==> src/design/carkit_pkg.sv <==
package carkit_pkg;

    localparam logic [5:0] SCRATCH_BASE     = 6'h16;
    localparam logic [5:0] SWITCH_BASE      = 6'h19;
    localparam logic [5:0] EVENT_EN_BASE    = 6'h1d;
    localparam logic [5:0] EVENT_STATUS_ADR = 6'h20;
    localparam logic [5:0] CONVERT_BASE     = 6'h36;

    localparam logic [5:0] SET_STEP   = 6'h01;
    localparam logic [5:0] CLEAR_STEP = 6'h02;

    localparam logic [7:0] SCRATCH_MASK  = 8'hff;
    localparam logic [7:0] SWITCH_MASK   = 8'h7e;
    localparam logic [7:0] EVENT_EN_MASK = 8'h23;
    localparam logic [7:0] RESET_VALUE   = 8'h00;

    localparam int ID_GROUND_BIT   = 1;
    localparam int TX_ROUTE_BIT    = 2;
    localparam int RX_ROUTE_BIT    = 3;
    localparam int LEFT_SPK_BIT    = 4;
    localparam int RIGHT_SPK_BIT   = 5;
    localparam int MIC_BIT         = 6;
    localparam int FLOAT_ON_BIT    = 0;
    localparam int FLOAT_OFF_BIT   = 1;
    localparam int DONE_EVENT_BIT  = 5;
    localparam int STAT_FLOAT_BIT  = 0;
    localparam int STAT_RESULT_LSB = 3;
    localparam int STAT_DONE_BIT   = 6;
    localparam int VEND_DONE_BIT   = 3;
    localparam int VEND_GO_BIT     = 4;

    localparam int CLK_PERIOD_NS   = 40;
    localparam int CONVERT_TIME_NS = 282000;
    localparam int CONVERT_CYCLES  = CONVERT_TIME_NS / CLK_PERIOD_NS;

    typedef enum logic [1:0] {
        OP_NONE,
        OP_LOAD,
        OP_SET,
        OP_CLEAR
    } reg_op_t;

    // Decodes a write into load, set or clear for a register at base
    function automatic reg_op_t write_op(input logic [5:0] addr, input logic [5:0] base);
        if (addr == base) begin
            write_op = OP_LOAD;
        end else if (addr == 6'(base + SET_STEP)) begin
            write_op = OP_SET;
        end else if (addr == 6'(base + CLEAR_STEP)) begin
            write_op = OP_CLEAR;
        end else begin
            write_op = OP_NONE;
        end
    endfunction

    function automatic logic in_group(input logic [5:0] addr, input logic [5:0] base);
        in_group = (addr >= base) && (addr <= 6'(base + CLEAR_STEP));
    endfunction

endpackage

==> src/design/carkit_control_registers.sv <==
`timescale 1ns/1ps
module carkit_control_registers #(
    parameter int CONVERT_CYCLES = carkit_pkg::CONVERT_CYCLES
) (
    input  wire logic       clk_i,
    input  wire logic       rst_b_i,
    input  wire logic [5:0] reg_addr_i,
    input  wire logic [7:0] reg_wdata_i,
    input  wire logic       reg_write_i,
    input  wire logic       reg_read_i,
    input  wire logic       accessory_mode_select_i,
    input  wire logic       vendor_done_event_enable_i,
    input  wire logic       ulpi_data0_i,
    input  wire logic       plus_line_i,
    input  wire logic       id_pin_floating_i,
    input  wire logic [2:0] id_resistor_sense_i,
    output logic      [7:0] reg_rdata_o,
    output logic            reg_rvalid_o,
    output logic            id_pin_ground_drive_b_o,
    output logic            minus_line_drive_b_o,
    output logic            minus_line_data_o,
    output logic            ulpi_data1_o,
    output logic            left_speaker_switch_o,
    output logic            right_speaker_switch_o,
    output logic            left_speaker_pin_o,
    output logic            right_speaker_pin_o,
    output logic            single_ended_rx_enable_o,
    output logic            alt_int_o
);
    logic [7:0] scratch_byte;
    logic [7:0] carkit_switch_control;
    logic [7:0] carkit_event_enable;
    logic [7:0] carkit_event_status;
    logic [7:0] convert_view;
    logic       id_float_q;
    logic       id_float_prev;
    logic       measure_busy;
    logic       resistor_measure_done;
    logic       done_rise;
    logic [2:0] id_resistor_result;
    logic       measure_go;
    logic       convert_read;
    logic       tx_route;
    logic       rx_route;
    logic       audio_any;
    logic       right_closed;
    logic       float_on_event;
    logic       float_off_event;
    logic       done_event;
    carkit_pkg::reg_op_t convert_op;

    // Scratch byte drives nothing; it is only stored and read back
    settable_reg #(
        .BASE (carkit_pkg::SCRATCH_BASE),
        .MASK (carkit_pkg::SCRATCH_MASK)
    ) u_scratch (
        .clk_i   (clk_i),
        .rst_b_i (rst_b_i),
        .write_i (reg_write_i),
        .addr_i  (reg_addr_i),
        .wdata_i (reg_wdata_i),
        .value_o (scratch_byte)
    );

    // Bits 0 and 7 are masked off, so writes cannot reach them and they read zero
    settable_reg #(
        .BASE (carkit_pkg::SWITCH_BASE),
        .MASK (carkit_pkg::SWITCH_MASK)
    ) u_switch (
        .clk_i   (clk_i),
        .rst_b_i (rst_b_i),
        .write_i (reg_write_i),
        .addr_i  (reg_addr_i),
        .wdata_i (reg_wdata_i),
        .value_o (carkit_switch_control)
    );

    // Unimplemented enable bits are masked, so they always read zero
    settable_reg #(
        .BASE (carkit_pkg::EVENT_EN_BASE),
        .MASK (carkit_pkg::EVENT_EN_MASK)
    ) u_enable (
        .clk_i   (clk_i),
        .rst_b_i (rst_b_i),
        .write_i (reg_write_i),
        .addr_i  (reg_addr_i),
        .wdata_i (reg_wdata_i),
        .value_o (carkit_event_enable)
    );

    // Only a one written or set into the go bit starts a conversion;
    // writing zero while busy cannot abort it
    assign convert_op = carkit_pkg::write_op(reg_addr_i, carkit_pkg::CONVERT_BASE);
    assign measure_go = reg_write_i && reg_wdata_i[carkit_pkg::VEND_GO_BIT]
                        && (convert_op == carkit_pkg::OP_LOAD || convert_op == carkit_pkg::OP_SET);
    assign convert_read = reg_read_i && carkit_pkg::in_group(reg_addr_i, carkit_pkg::CONVERT_BASE);

    // Conversion length is a parameter so a test can run a short one
    resistor_converter #(
        .CYCLES (CONVERT_CYCLES)
    ) u_converter (
        .clk_i        (clk_i),
        .rst_b_i      (rst_b_i),
        .go_i         (measure_go),
        .done_clear_i (convert_read),
        .sense_i      (id_resistor_sense_i),
        .busy_o       (measure_busy),
        .done_o       (resistor_measure_done),
        .done_rise_o  (done_rise),
        .result_o     (id_resistor_result)
    );

    always_ff @(posedge clk_i or negedge rst_b_i) begin
        if (!rst_b_i) begin
            id_float_q <= 1'b0;
        end else begin
            id_float_q <= id_pin_floating_i;
        end
    end

    // Resets low: a pin floating at reset gives one rise, masked as enables reset to zero
    always_ff @(posedge clk_i or negedge rst_b_i) begin
        if (!rst_b_i) begin
            id_float_prev <= 1'b0;
        end else begin
            id_float_prev <= id_float_q;
        end
    end

    always_comb begin
        carkit_event_status = 8'h00;
        carkit_event_status[carkit_pkg::STAT_FLOAT_BIT] = id_float_q;
        carkit_event_status[carkit_pkg::STAT_RESULT_LSB +: 3] = id_resistor_result;
        carkit_event_status[carkit_pkg::STAT_DONE_BIT] = resistor_measure_done;
    end

    // Vendor view of the converter; its reserved bits 7 to 5 stay zero
    always_comb begin
        convert_view = 8'h00;
        convert_view[2:0] = id_resistor_result;
        convert_view[carkit_pkg::VEND_DONE_BIT] = resistor_measure_done;
        convert_view[carkit_pkg::VEND_GO_BIT] = measure_busy;
    end

    // Read data follows the read strobe by one cycle; unmapped offsets read zero
    always_ff @(posedge clk_i or negedge rst_b_i) begin
        if (!rst_b_i) begin
            reg_rvalid_o <= 1'b0;
        end else begin
            reg_rvalid_o <= reg_read_i;
        end
    end

    // Data holds between reads, so a slow sampler still sees the last answer
    always_ff @(posedge clk_i or negedge rst_b_i) begin
        if (!rst_b_i) begin
            reg_rdata_o <= 8'h00;
        end else begin
            if (reg_read_i) begin
                if (carkit_pkg::in_group(reg_addr_i, carkit_pkg::SCRATCH_BASE)) begin
                    reg_rdata_o <= scratch_byte;
                end else if (carkit_pkg::in_group(reg_addr_i, carkit_pkg::SWITCH_BASE)) begin
                    reg_rdata_o <= carkit_switch_control;
                end else if (carkit_pkg::in_group(reg_addr_i, carkit_pkg::EVENT_EN_BASE)) begin
                    reg_rdata_o <= carkit_event_enable;
                end else if (reg_addr_i == carkit_pkg::EVENT_STATUS_ADR) begin
                    reg_rdata_o <= carkit_event_status;
                end else if (carkit_pkg::in_group(reg_addr_i, carkit_pkg::CONVERT_BASE)) begin
                    reg_rdata_o <= convert_view;
                end else begin
                    reg_rdata_o <= 8'h00;
                end
            end
        end
    end

    assign tx_route     = carkit_switch_control[carkit_pkg::TX_ROUTE_BIT];
    assign rx_route     = carkit_switch_control[carkit_pkg::RX_ROUTE_BIT];
    assign right_closed = carkit_switch_control[carkit_pkg::RIGHT_SPK_BIT]
                          | carkit_switch_control[carkit_pkg::MIC_BIT];
    assign audio_any    = carkit_switch_control[carkit_pkg::LEFT_SPK_BIT] | right_closed;

    // Switch controls are level outputs, registered once; the ground enable is active low
    always_ff @(posedge clk_i or negedge rst_b_i) begin
        if (!rst_b_i) begin
            id_pin_ground_drive_b_o <= 1'b1;
        end else begin
            id_pin_ground_drive_b_o <= !carkit_switch_control[carkit_pkg::ID_GROUND_BIT];
        end
    end

    always_ff @(posedge clk_i or negedge rst_b_i) begin
        if (!rst_b_i) begin
            left_speaker_switch_o <= 1'b0;
        end else begin
            left_speaker_switch_o <= carkit_switch_control[carkit_pkg::LEFT_SPK_BIT];
        end
    end

    always_ff @(posedge clk_i or negedge rst_b_i) begin
        if (!rst_b_i) begin
            right_speaker_switch_o <= 1'b0;
        end else begin
            right_speaker_switch_o <= right_closed;
        end
    end

    // Receivers stay off while audio is switched in, so speech is not read as line state
    always_ff @(posedge clk_i or negedge rst_b_i) begin
        if (!rst_b_i) begin
            single_ended_rx_enable_o <= 1'b1;
        end else begin
            single_ended_rx_enable_o <= !audio_any;
        end
    end

    // UART data paths add one clock of latency to each route
    // The minus line is a two-way pin: its enable is low while the block drives it
    always_ff @(posedge clk_i or negedge rst_b_i) begin
        if (!rst_b_i) begin
            minus_line_drive_b_o <= 1'b1;
        end else begin
            minus_line_drive_b_o <= !(accessory_mode_select_i && tx_route);
        end
    end

    always_ff @(posedge clk_i or negedge rst_b_i) begin
        if (!rst_b_i) begin
            minus_line_data_o <= 1'b0;
        end else begin
            minus_line_data_o <= tx_route ? ulpi_data0_i : 1'b0;
        end
    end

    // Line 1 idles high so the link never sees a false start bit
    always_ff @(posedge clk_i or negedge rst_b_i) begin
        if (!rst_b_i) begin
            ulpi_data1_o <= 1'b1;
        end else begin
            ulpi_data1_o <= rx_route ? plus_line_i : 1'b1;
        end
    end

    // Speaker pins carry UART data only in accessory mode
    always_ff @(posedge clk_i or negedge rst_b_i) begin
        if (!rst_b_i) begin
            left_speaker_pin_o <= 1'b0;
        end else begin
            left_speaker_pin_o <= accessory_mode_select_i && tx_route
                                  && carkit_switch_control[carkit_pkg::LEFT_SPK_BIT]
                                  && ulpi_data0_i;
        end
    end

    always_ff @(posedge clk_i or negedge rst_b_i) begin
        if (!rst_b_i) begin
            right_speaker_pin_o <= 1'b0;
        end else begin
            right_speaker_pin_o <= accessory_mode_select_i && rx_route
                                   && right_closed && plus_line_i;
        end
    end

    // Edges come from the sampled copy, never from the raw pin
    assign float_on_event  = id_float_q && !id_float_prev
                             && carkit_event_enable[carkit_pkg::FLOAT_ON_BIT];
    assign float_off_event = !id_float_q && id_float_prev
                             && carkit_event_enable[carkit_pkg::FLOAT_OFF_BIT];
    assign done_event      = done_rise && (carkit_event_enable[carkit_pkg::DONE_EVENT_BIT]
                             || vendor_done_event_enable_i);

    // Each cycle with any event gives one high cycle; holding it for the link is left to the interface
    always_ff @(posedge clk_i or negedge rst_b_i) begin
        if (!rst_b_i) begin
            alt_int_o <= 1'b0;
        end else begin
            alt_int_o <= float_on_event || float_off_event || done_event;
        end
    end
endmodule

==> src/design/resistor_converter.sv <==
`timescale 1ns/1ps
module resistor_converter #(
    parameter int CYCLES = carkit_pkg::CONVERT_CYCLES
) (
    input  wire logic       clk_i,
    input  wire logic       rst_b_i,
    input  wire logic       go_i,
    input  wire logic       done_clear_i,
    input  wire logic [2:0] sense_i,
    output logic            busy_o,
    output logic            done_o,
    output logic            done_rise_o,
    output logic      [2:0] result_o
);
    logic [12:0] count;
    logic        finish;

    assign finish = busy_o && (count == 13'(CYCLES - 1));

    always_ff @(posedge clk_i or negedge rst_b_i) begin
        if (!rst_b_i) begin
            busy_o <= 1'b0;
            count  <= 13'h0000;
        end else if (finish) begin
            busy_o <= 1'b0;
            count  <= 13'h0000;
        end else if (busy_o) begin
            count <= 13'(count + 13'h0001);
        end else if (go_i) begin
            busy_o <= 1'b1;
        end
    end

    always_ff @(posedge clk_i or negedge rst_b_i) begin
        if (!rst_b_i) begin
            result_o <= 3'h0;
        end else if (finish) begin
            result_o <= sense_i;
        end
    end

    // A finishing conversion wins over a read clearing the flag
    always_ff @(posedge clk_i or negedge rst_b_i) begin
        if (!rst_b_i) begin
            done_o      <= 1'b0;
            done_rise_o <= 1'b0;
        end else begin
            done_rise_o <= finish && !done_o;
            if (finish) begin
                done_o <= 1'b1;
            end else if (done_clear_i) begin
                done_o <= 1'b0;
            end
        end
    end
endmodule

==> src/design/settable_reg.sv <==
`timescale 1ns/1ps
module settable_reg #(
    parameter logic [5:0] BASE = 6'h00,
    parameter logic [7:0] MASK = 8'hff
) (
    input  wire logic       clk_i,
    input  wire logic       rst_b_i,
    input  wire logic       write_i,
    input  wire logic [5:0] addr_i,
    input  wire logic [7:0] wdata_i,
    output logic      [7:0] value_o
);
    carkit_pkg::reg_op_t op;

    assign op = carkit_pkg::write_op(addr_i, BASE);

    // Bits outside the mask never store, so they always read zero
    always_ff @(posedge clk_i or negedge rst_b_i) begin
        if (!rst_b_i) begin
            value_o <= carkit_pkg::RESET_VALUE;
        end else if (write_i) begin
            unique case (op)
                carkit_pkg::OP_LOAD:  value_o <= wdata_i & MASK;
                carkit_pkg::OP_SET:   value_o <= (value_o | wdata_i) & MASK;
                carkit_pkg::OP_CLEAR: value_o <= value_o & ~wdata_i;
                carkit_pkg::OP_NONE:  value_o <= value_o;
            endcase
        end
    end
endmodule
==> config.mk <==
export PLATFORM = sky130hd
export DESIGN_NAME = carkit_control_registers
export DESIGN_NICKNAME = d
export VERILOG_FILES = /design/src/design/carkit_pkg.sv /design/src/design/carkit_control_registers.sv /design/src/design/resistor_converter.sv /design/src/design/settable_reg.sv
export SDC_FILE = /design/constraint.sdc
export NUM_CORES = 1
export LEC_CHECK = 0
export ABC_AREA = 1
export BUFFER_PORTS_ARGS = -buffer_cell sky130_fd_sc_hd__buf_2
export CORE_ASPECT_RATIO = 1.4
export CORE_MARGIN = 1.5
export CORE_UTILIZATION = 45
export CTS_BUF_LIST = sky130_fd_sc_hd__clkbuf_16
export CTS_CLUSTER_SIZE = 20
export DETAILED_ROUTE_END_ITERATION = 10
export MAX_ROUTING_LAYER = met4
export SETUP_SLACK_MARGIN = 0.5
export SYNTH_ARGS = -nofsm -noshare
export SYNTH_HDL_FRONTEND = slang
export SYNTH_SLANG_ARGS = --single-unit
==> constraint.sdc <==
create_clock -name clk_i -period 4.05 [get_ports clk_i]
set_input_delay 0 -clock clk_i [delete_from_list [all_inputs] [get_ports clk_i]]
set_output_delay 0 -clock clk_i [all_outputs]
set_load 0.02 [all_outputs]
==> out/results.tsv, run 1 <==
metric	value	unit
FMAX	589	MHz
met3 global-route usage	3.00	%
Wirelength per Cell	14.3	um
H-tree depth	3	
switching portion of total power	30.8	%
most frequent cells in the layout	110 x nand2_1, 60 x dfrtp_1, 54 x inv_1	
Crit Path Class	register to register	
gr usage total	23.9	%
I/O pins	45	
worst r2r src	u_converter.busy_o$_DFF_PN0_	
main combinational cell family by area after synthesis	simple AND/OR/NAND/NOR gates	
R2R depth	7	
Netlist cell types	34	
crit start category	register	
initial DRC count	156	
Data required, critical path	4270	ps
GRT overflow	0	
root buf cell	clkbuf_16	
Synth Area in Simple Gates	30.7	%
CTS tree	yes	
commonest non-fill, non-tap cell in the layout	nand2_1	
global-route wire length before repair	14000	um
DR DRC count	0	
RSZ-0062 raised after global routing	no	
synthesized cell area	3310	um2
clock sinks	64	
Reg clk slew, reported paths	60	ps
worst slew pin tran	807	ps
placed cells	546	
Setup Skew	6.99	ps
n_diodes	0	
Worst-Skew Late Latency	330	ps
cells after synthesis	410	
Adder-Cell Fraction of Synth Area	0.757	%
die area	7880	um2
vias in the first global route	2995	
final setup vio count	0	
largest net degree at the start of global routing	65	
Die Wd	75.4	um
Avg Cell Area, Syn	8.06	um2
GRT busiest layer	met2	
DR vias/cell	5.04	
Tcrit/Tclk final	41.9	%
IO Port Bufs	44	
nets@finish	508	
xor/xnor share of the synthesized area	0.795	%
multiplexer area fraction after synthesis	0	%
final setup TNS	0	ps
worst setup path start	u_converter.busy_o$_DFF_PN0_	
crit-path max FO	18	
routability cong.	0.890	
Synth Register Bits	64	
Slew Limit Fails	0	
Reg2Reg Capture Point	u_converter.count[8]$_DFFE_PN0P_	
Starting Density	47.0	%
vias	2924	
die span in y	104	um
final hold viol count	0	
Hold Crit Class	primary input to register	
initial antenna violation count	0	
Critical Path AT	1920	ps
Flop pwr share	44.6	%
post-synthesis compound-gate area fraction	11.4	%
LEAKAGE	2.04	nW
routed wire length	8290	um
Post-DP HPWL	6100	um
layout cell share with drive strength beyond 1	20.0	%
VDD IR max	0.302	mV
clock buffer count from CTS	9	
CP Capture Type	register	
register area share after synthesis	48.6	%
GR Layer Usage met2	39.3	%
First-pass DRT Iterations	4	
clk buf depth	2	
Non-Filler Instances	580	
GR met1 Demand/Resource	28.0	%
minimum clock period	1700	ps
post-synthesis to final-layout area growth	23.6	%
Comb pwr share	16.8	%
Clk pwr share	38.6	%
Yosys Warn Count	0	
Final ANT Viol Nets	0	
row count	36	
Reg2Reg Setup Slack	2350	ps
Slew headroom	46.2	%
pwr dens	448	nW/um2
end point of the critical path	u_converter.count[8]$_DFFE_PN0P_	
syn_nets	438	
Power Internal	1.27	mW
Max-Cap Viols	0	
sw power	564	uW
Core ar.	7030	um2
Resized cells post-CTS	0	
outcome	finished clean	
-- how the worst min path moves through the flow --
| stage | startpoint | end | cells past startpoint |
|---|---|---|---|
| after detailed placement | id_pin_floating_i | id_float_q$_DFF_PN0_ | 1 |
| final | reg_write_i | u_scratch.value_o[2]$_DFFE_PN0P_ | 4 |
| after CTS | reg_write_i | u_scratch.value_o[2]$_DFFE_PN0P_ | 4 |
| after global placement | id_pin_floating_i | id_float_q$_DFF_PN0_ | 1 |
| after floorplan | rst_b_i | alt_int_o$_DFF_PN0_ | 0 |
| after global routing | reg_write_i | u_scratch.value_o[2]$_DFFE_PN0P_ | 4 |
-- power by group through the flow --
stage                     registers (mW)  clock network (mW)  logic, mW
after detailed placement           0.826                   0      0.296
after global placement             0.824                   0      0.291
after floorplan                    0.829                   0      0.185
final                              0.817               0.706      0.307
after CTS                          0.816               0.716      0.311
after global routing               0.832               0.740      0.349
-- Yosys cell counts --
master | count | area (um2)
nand3_2 | 1 | 10.0
inv_2 | 8 | 30.0
dfrtp_1 | 60 | 1500
nand2_4 | 3 | 33.8
nor4_1 | 2 | 12.5
a21boi_0 | 4 | 30.0
a21oi_1 | 23 | 115
o21ai_4 | 2 | 32.5
ha_1 | 2 | 25.0
nand4_1 | 13 | 81.3
xor2_1 | 2 | 17.5
inv_4 | 1 | 6.26
nor3_2 | 2 | 20.0
nand2_1 | 110 | 413
nand3_4 | 2 | 35.0
o21ai_1 | 12 | 60.1
nand3b_1 | 1 | 7.51
o211ai_1 | 3 | 22.5
nand3_1 | 19 | 95.1
nor2_1 | 31 | 116
nor2_8 | 2 | 40.0
nor3_1 | 13 | 65.1
buf_2 | 1 | 5.00
xnor2_1 | 1 | 8.76
dfstp_2 | 4 | 105
inv_1 | 54 | 203
buf_4 | 1 | 7.51
o21bai_1 | 3 | 22.5
clkbuf_1 | 2 | 7.51
nand2_2 | 5 | 31.3
nor2_4 | 3 | 33.8
o21ai_0 | 11 | 55.1
o22ai_1 | 6 | 37.5
nor2_2 | 3 | 18.8
-- through the flow --
step	power, mW	hold slack (ps)	utilization [%]	setup slack [ps]	area (um2)
2_1_floorplan	1.01	-296	-	2670	3310
3_3_place_gp	1.12	110	51.7	2470	3630
3_5_place_dp	1.12	113	51.7	2380	3630
4_1_cts	1.84	144	58.2	2370	4090
5_1_grt	1.92	187	58.2	2100	4090
6_report	1.83	150	58.2	2350	4090
-- cell type report --
cell class | instances | area (um2)
Timing Repair Buffer | 63 | 408
Clock inverter | 7 | 48.8
Sequential cell | 64 | 1610
Inverter | 63 | 239
Multi-Input combinational cell | 279 | 1440
Fill cell | 659 | 2940
Clock buffer | 9 | 225
Tap cell | 95 | 119
-- layer usage --
layer	wire length, um	up-vias
li1	-	1475
met1	3500	1366
met2	4290	63
met3	246	20
met4	251	0
met5	0	-
-- critical path, stage by stage (launching register included) --
cell     delay (ps)
dfrtp_1         660
nand2_1          90
nor2_1          220
nand3_1         160
nor2_1          150
nand2_1          80
o21ai_0         170
nor2_1           70
-- flip-flops by register name, summed over array words and instances, names as in the netlist --
name,cells
right_speaker_switch_o,1
minus_line_data_o,1
id_float_prev,1
left_speaker_pin_o,1
id_pin_ground_drive_b_o,1
minus_line_drive_b_o,1
u_scratch.value_o,8
alt_int_o,1
u_converter.result_o,3
reg_rdata_o,8
single_ended_rx_enable_o,1
u_converter.done_rise_o,1
right_speaker_pin_o,1
id_float_q,1
ulpi_data1_o,1
reg_rvalid_o,1
u_converter.busy_o,1
u_converter.count,13
u_enable.value_o,8
left_speaker_switch_o,1
u_switch.value_o,8
u_converter.done_o,1
-- cell families after synthesis --
logic type	count (synthesis)
adders and majority gates	2
DFF	64
buffers and inverters	67
and+or+nand+nor	210
AOI/OAI and AO/OA	64
xor gates and xnor gates	3
-- timing repair --
| action | in CTS | in global routing |
|---|---|---|
| hold buffers | 18 | 0 |
| setup buffers | 0 | 0 |
| endpoints found under the hold margin | 85 | 0 |
Note: power is estimated with default switching activity, not from simulation.
==> run 2: changes to the inputs <==
==> constraint.sdc (replaced) <==
create_clock -name clk_i -period 1.7 [get_ports clk_i]
set_input_delay 0 -clock clk_i [delete_from_list [all_inputs] [get_ports clk_i]]
set_output_delay 0 -clock clk_i [all_outputs]
set_load 0.02 [all_outputs]
==> run 2 against run 1 <==
Against the previous run: wire length is 6.9% higher; critical path depth stayed put; largest cell class unchanged; critical endpoint unchanged; sequential cell count stayed put; setup slack worse by 2000 ps; power grew to 2.6 times the previous value; via count is 2.7% higher.
==> out/results.tsv, run 2 (synthesized netlist as in run 1, its figures left out) <==
metric	value	unit	change
final setup vio count	0		unchanged
gr usage total	25.2	%	+1.2 points
DR vias/cell	5.10		+1.2%
RSZ-0062 raised after global routing	yes		
outcome	finished clean		
Reg clk slew, reported paths	50	ps	about the same
CTS tree	yes		
Wirelength per Cell	15.0	um	+5.2%
First-pass DRT Iterations	4		unchanged
Hold WS	158	ps	+7.73 ps
die area	7880	um2	unchanged
commonest non-fill, non-tap cell in the layout	nand2_1		
pwr dens	1100	nW/um2	+150%
max incr delay on CP	410	ps	-250 ps
Clk pwr share	37.8	%	-0.8 points
vias	3004		+2.7%
Worst-Skew Late Latency	320	ps	about the same
Slew Limit Fails	0		unchanged
final hold viol count	0		unchanged
GRT overflow	0		unchanged
max reg flops	13		unchanged
n_diodes	0		unchanged
FMAX	727	MHz	+23%
root buf cell	clkbuf_16		
switching portion of total power	31.0	%	+0.17 points
nets@finish	517		+1.8%
LEAKAGE	2.15	nW	+5.1%
sw power	1.50	mW	+170%
crit start category	register		
Non-Filler Instances	589		+1.6%
clock buffer count from CTS	9		unchanged
vias in the first global route	3009		+0.47%
Critical Path AT	1590	ps	-330 ps
crit-path cells	buf_4, ha_4, nand4_1, nor3_2, nand3_2, o21ai_1, nor2_1		
Die Wd	75.4	um	unchanged
IO Port Bufs	44		unchanged
Core ar.	7030	um2	unchanged
Tcrit/Tclk final	81.0	%	+39 points
Setup Skew	3.90	ps	-3.09 ps
largest net degree at the start of global routing	65		unchanged
clk buf depth	2		unchanged
dpl ws	164	ps	-2220 ps
Crit Path Class	register to register		
VDD IR max	0.737	mV	+140%
Slew headroom	68.7	%	+23 points
Design Power	4.83	mW	+160%
Reg with most FFs	u_converter.count		
minimum clock period	1380	ps	-322 ps
crit-path max FO	4		-14
dpl cell area	3660	um2	+0.90%
CP top delay family	simple AND/OR/NAND/NOR gates		
slowest cell on the critical path	dfrtp_2		
setup ws final	324	ps	-2030 ps
Max-Cap Viols	0		unchanged
Post-DP HPWL	6370	um	+4.5%
Data required, critical path	1910	ps	-2360 ps
Flop pwr share	41.1	%	-3.5 points
final setup TNS	0	ps	unchanged
Final Util	62.5	%	+4.3 points
CP Capture Type	register		
Hold Crit Class	primary input to register		
post-synthesis to final-layout area growth	32.8	%	
die span in y	104	um	unchanged
routed wire length	8850	um	+6.9%
I/O pins	45		unchanged
clock sinks	64		unchanged
most frequent cells in the layout	104 x nand2_1, 51 x dfrtp_1, 49 x inv_1		
initial antenna violation count	0		unchanged
worst slew pin tran	469	ps	-339 ps
Starting Density	47.0	%	unchanged
Buf/Inv on CP	1		+1
Final ANT Viol Nets	0		unchanged
row count	36		unchanged
DR DRC count	0		unchanged
layout cell share with drive strength beyond 1	29.4	%	+9.4 points
Comb pwr share	21.1	%	+4.3 points
H-tree depth	3		unchanged
routability cong.	0.891		about the same
placed cells	548		+0.37%
global-route wire length before repair	14500	um	+3.8%
design area	4390	um2	+7.4%
initial DRC count	169		+8.3%
Power Internal	3.33	mW	+160%
[run 2: cell count changes in the layout (fill, tap and decap cells not counted), moves of 4 or more]
| cell | before | now |
|---|---|---|
| dfrtp_1 | 60 | 51 |
| nor2_1 | 31 | 26 |
| nand2_1 | 110 | 104 |
| o21ai_0 | 11 | 7 |
| nand3_1 | 19 | 15 |
| buf_4 | 1 | 5 |
| inv_1 | 54 | 49 |
| nor3_2 | 2 | 6 |
| dfrtp_2 | 0 | 9 |
| buf_6 | 0 | 4 |
| nor3_1 | 13 | 7 |
[run 2: final timing paths]
kind,slack [ps],cells after the start,startpoint,end
max,320,7,u_converter.count[0]$_DFFE_PN0P_,u_converter.count[8]$_DFFE_PN0P_
min in group asynchronous,200,3,rst_b_i,alt_int_o$_DFF_PN0_
min reg2reg,410,1,u_switch.value_o[1]$_DFFE_PN0P_,id_pin_ground_drive_b_o$_DFF_PN1_
max in group asynchronous,1150,3,rst_b_i,minus_line_drive_b_o$_DFF_PN1_
min,160,4,reg_write_i,u_scratch.value_o[5]$_DFFE_PN0P_
max reg2reg,320,7,u_converter.count[0]$_DFFE_PN0P_,u_converter.count[8]$_DFFE_PN0P_
[run 2: what timing repair did]
item | in CTS | in global routing
resized for setup | 40 | 19
endpoints found under the hold margin | 88 | 0
buffers inserted | 6 | 1
pin swaps | 7 | 12
setup endpoints to repair | 19 | 18
hold buffers | 18 | 0
[run 2: layout make-up]
cell class	instances	area (um2)
Clock inverter	7	72.6
Inverter	63	246
Sequential cell	64	1620
Timing Repair Buffer	72	503
Clock buffer	9	225
Tap cell	95	119
Fill cell	667	2640
Multi-Input combinational cell	279	1610
[run 2: power groups by stage]
stage               Sequential [mW]  Combinational, mW  Clock, mW
finish                         1.98               1.02       1.83
floorplan                      1.97              0.445          0
CTS                            1.95              0.941       1.86
detailed placement             1.96              0.747          0
global route                   2.01               1.12       1.93
global placement               1.95              0.743          0
[run 2: worst reg2reg max path, cell delays in order (launching register included)]
cell     delay [ps]
dfrtp_2         410
buf_4           140
ha_4            140
nand4_1         110
nor3_2          140
nand3_2         160
o21ai_1         120
nor2_1           60
[run 2: routing by layer]
layer / vias up / routed length, um / GRT usage (%) / part of all wire, %
li1: 1483 / - / - / -
met1: 1420 / 3540 / 28.5 / 40
met2: 80 / 4850 / 42.6 / 55
met3: 21 / 245 / 3.20 / 2.8
met4: 0 / 221 / 11.9 / 2.5
met5: - / 0 / - / 0
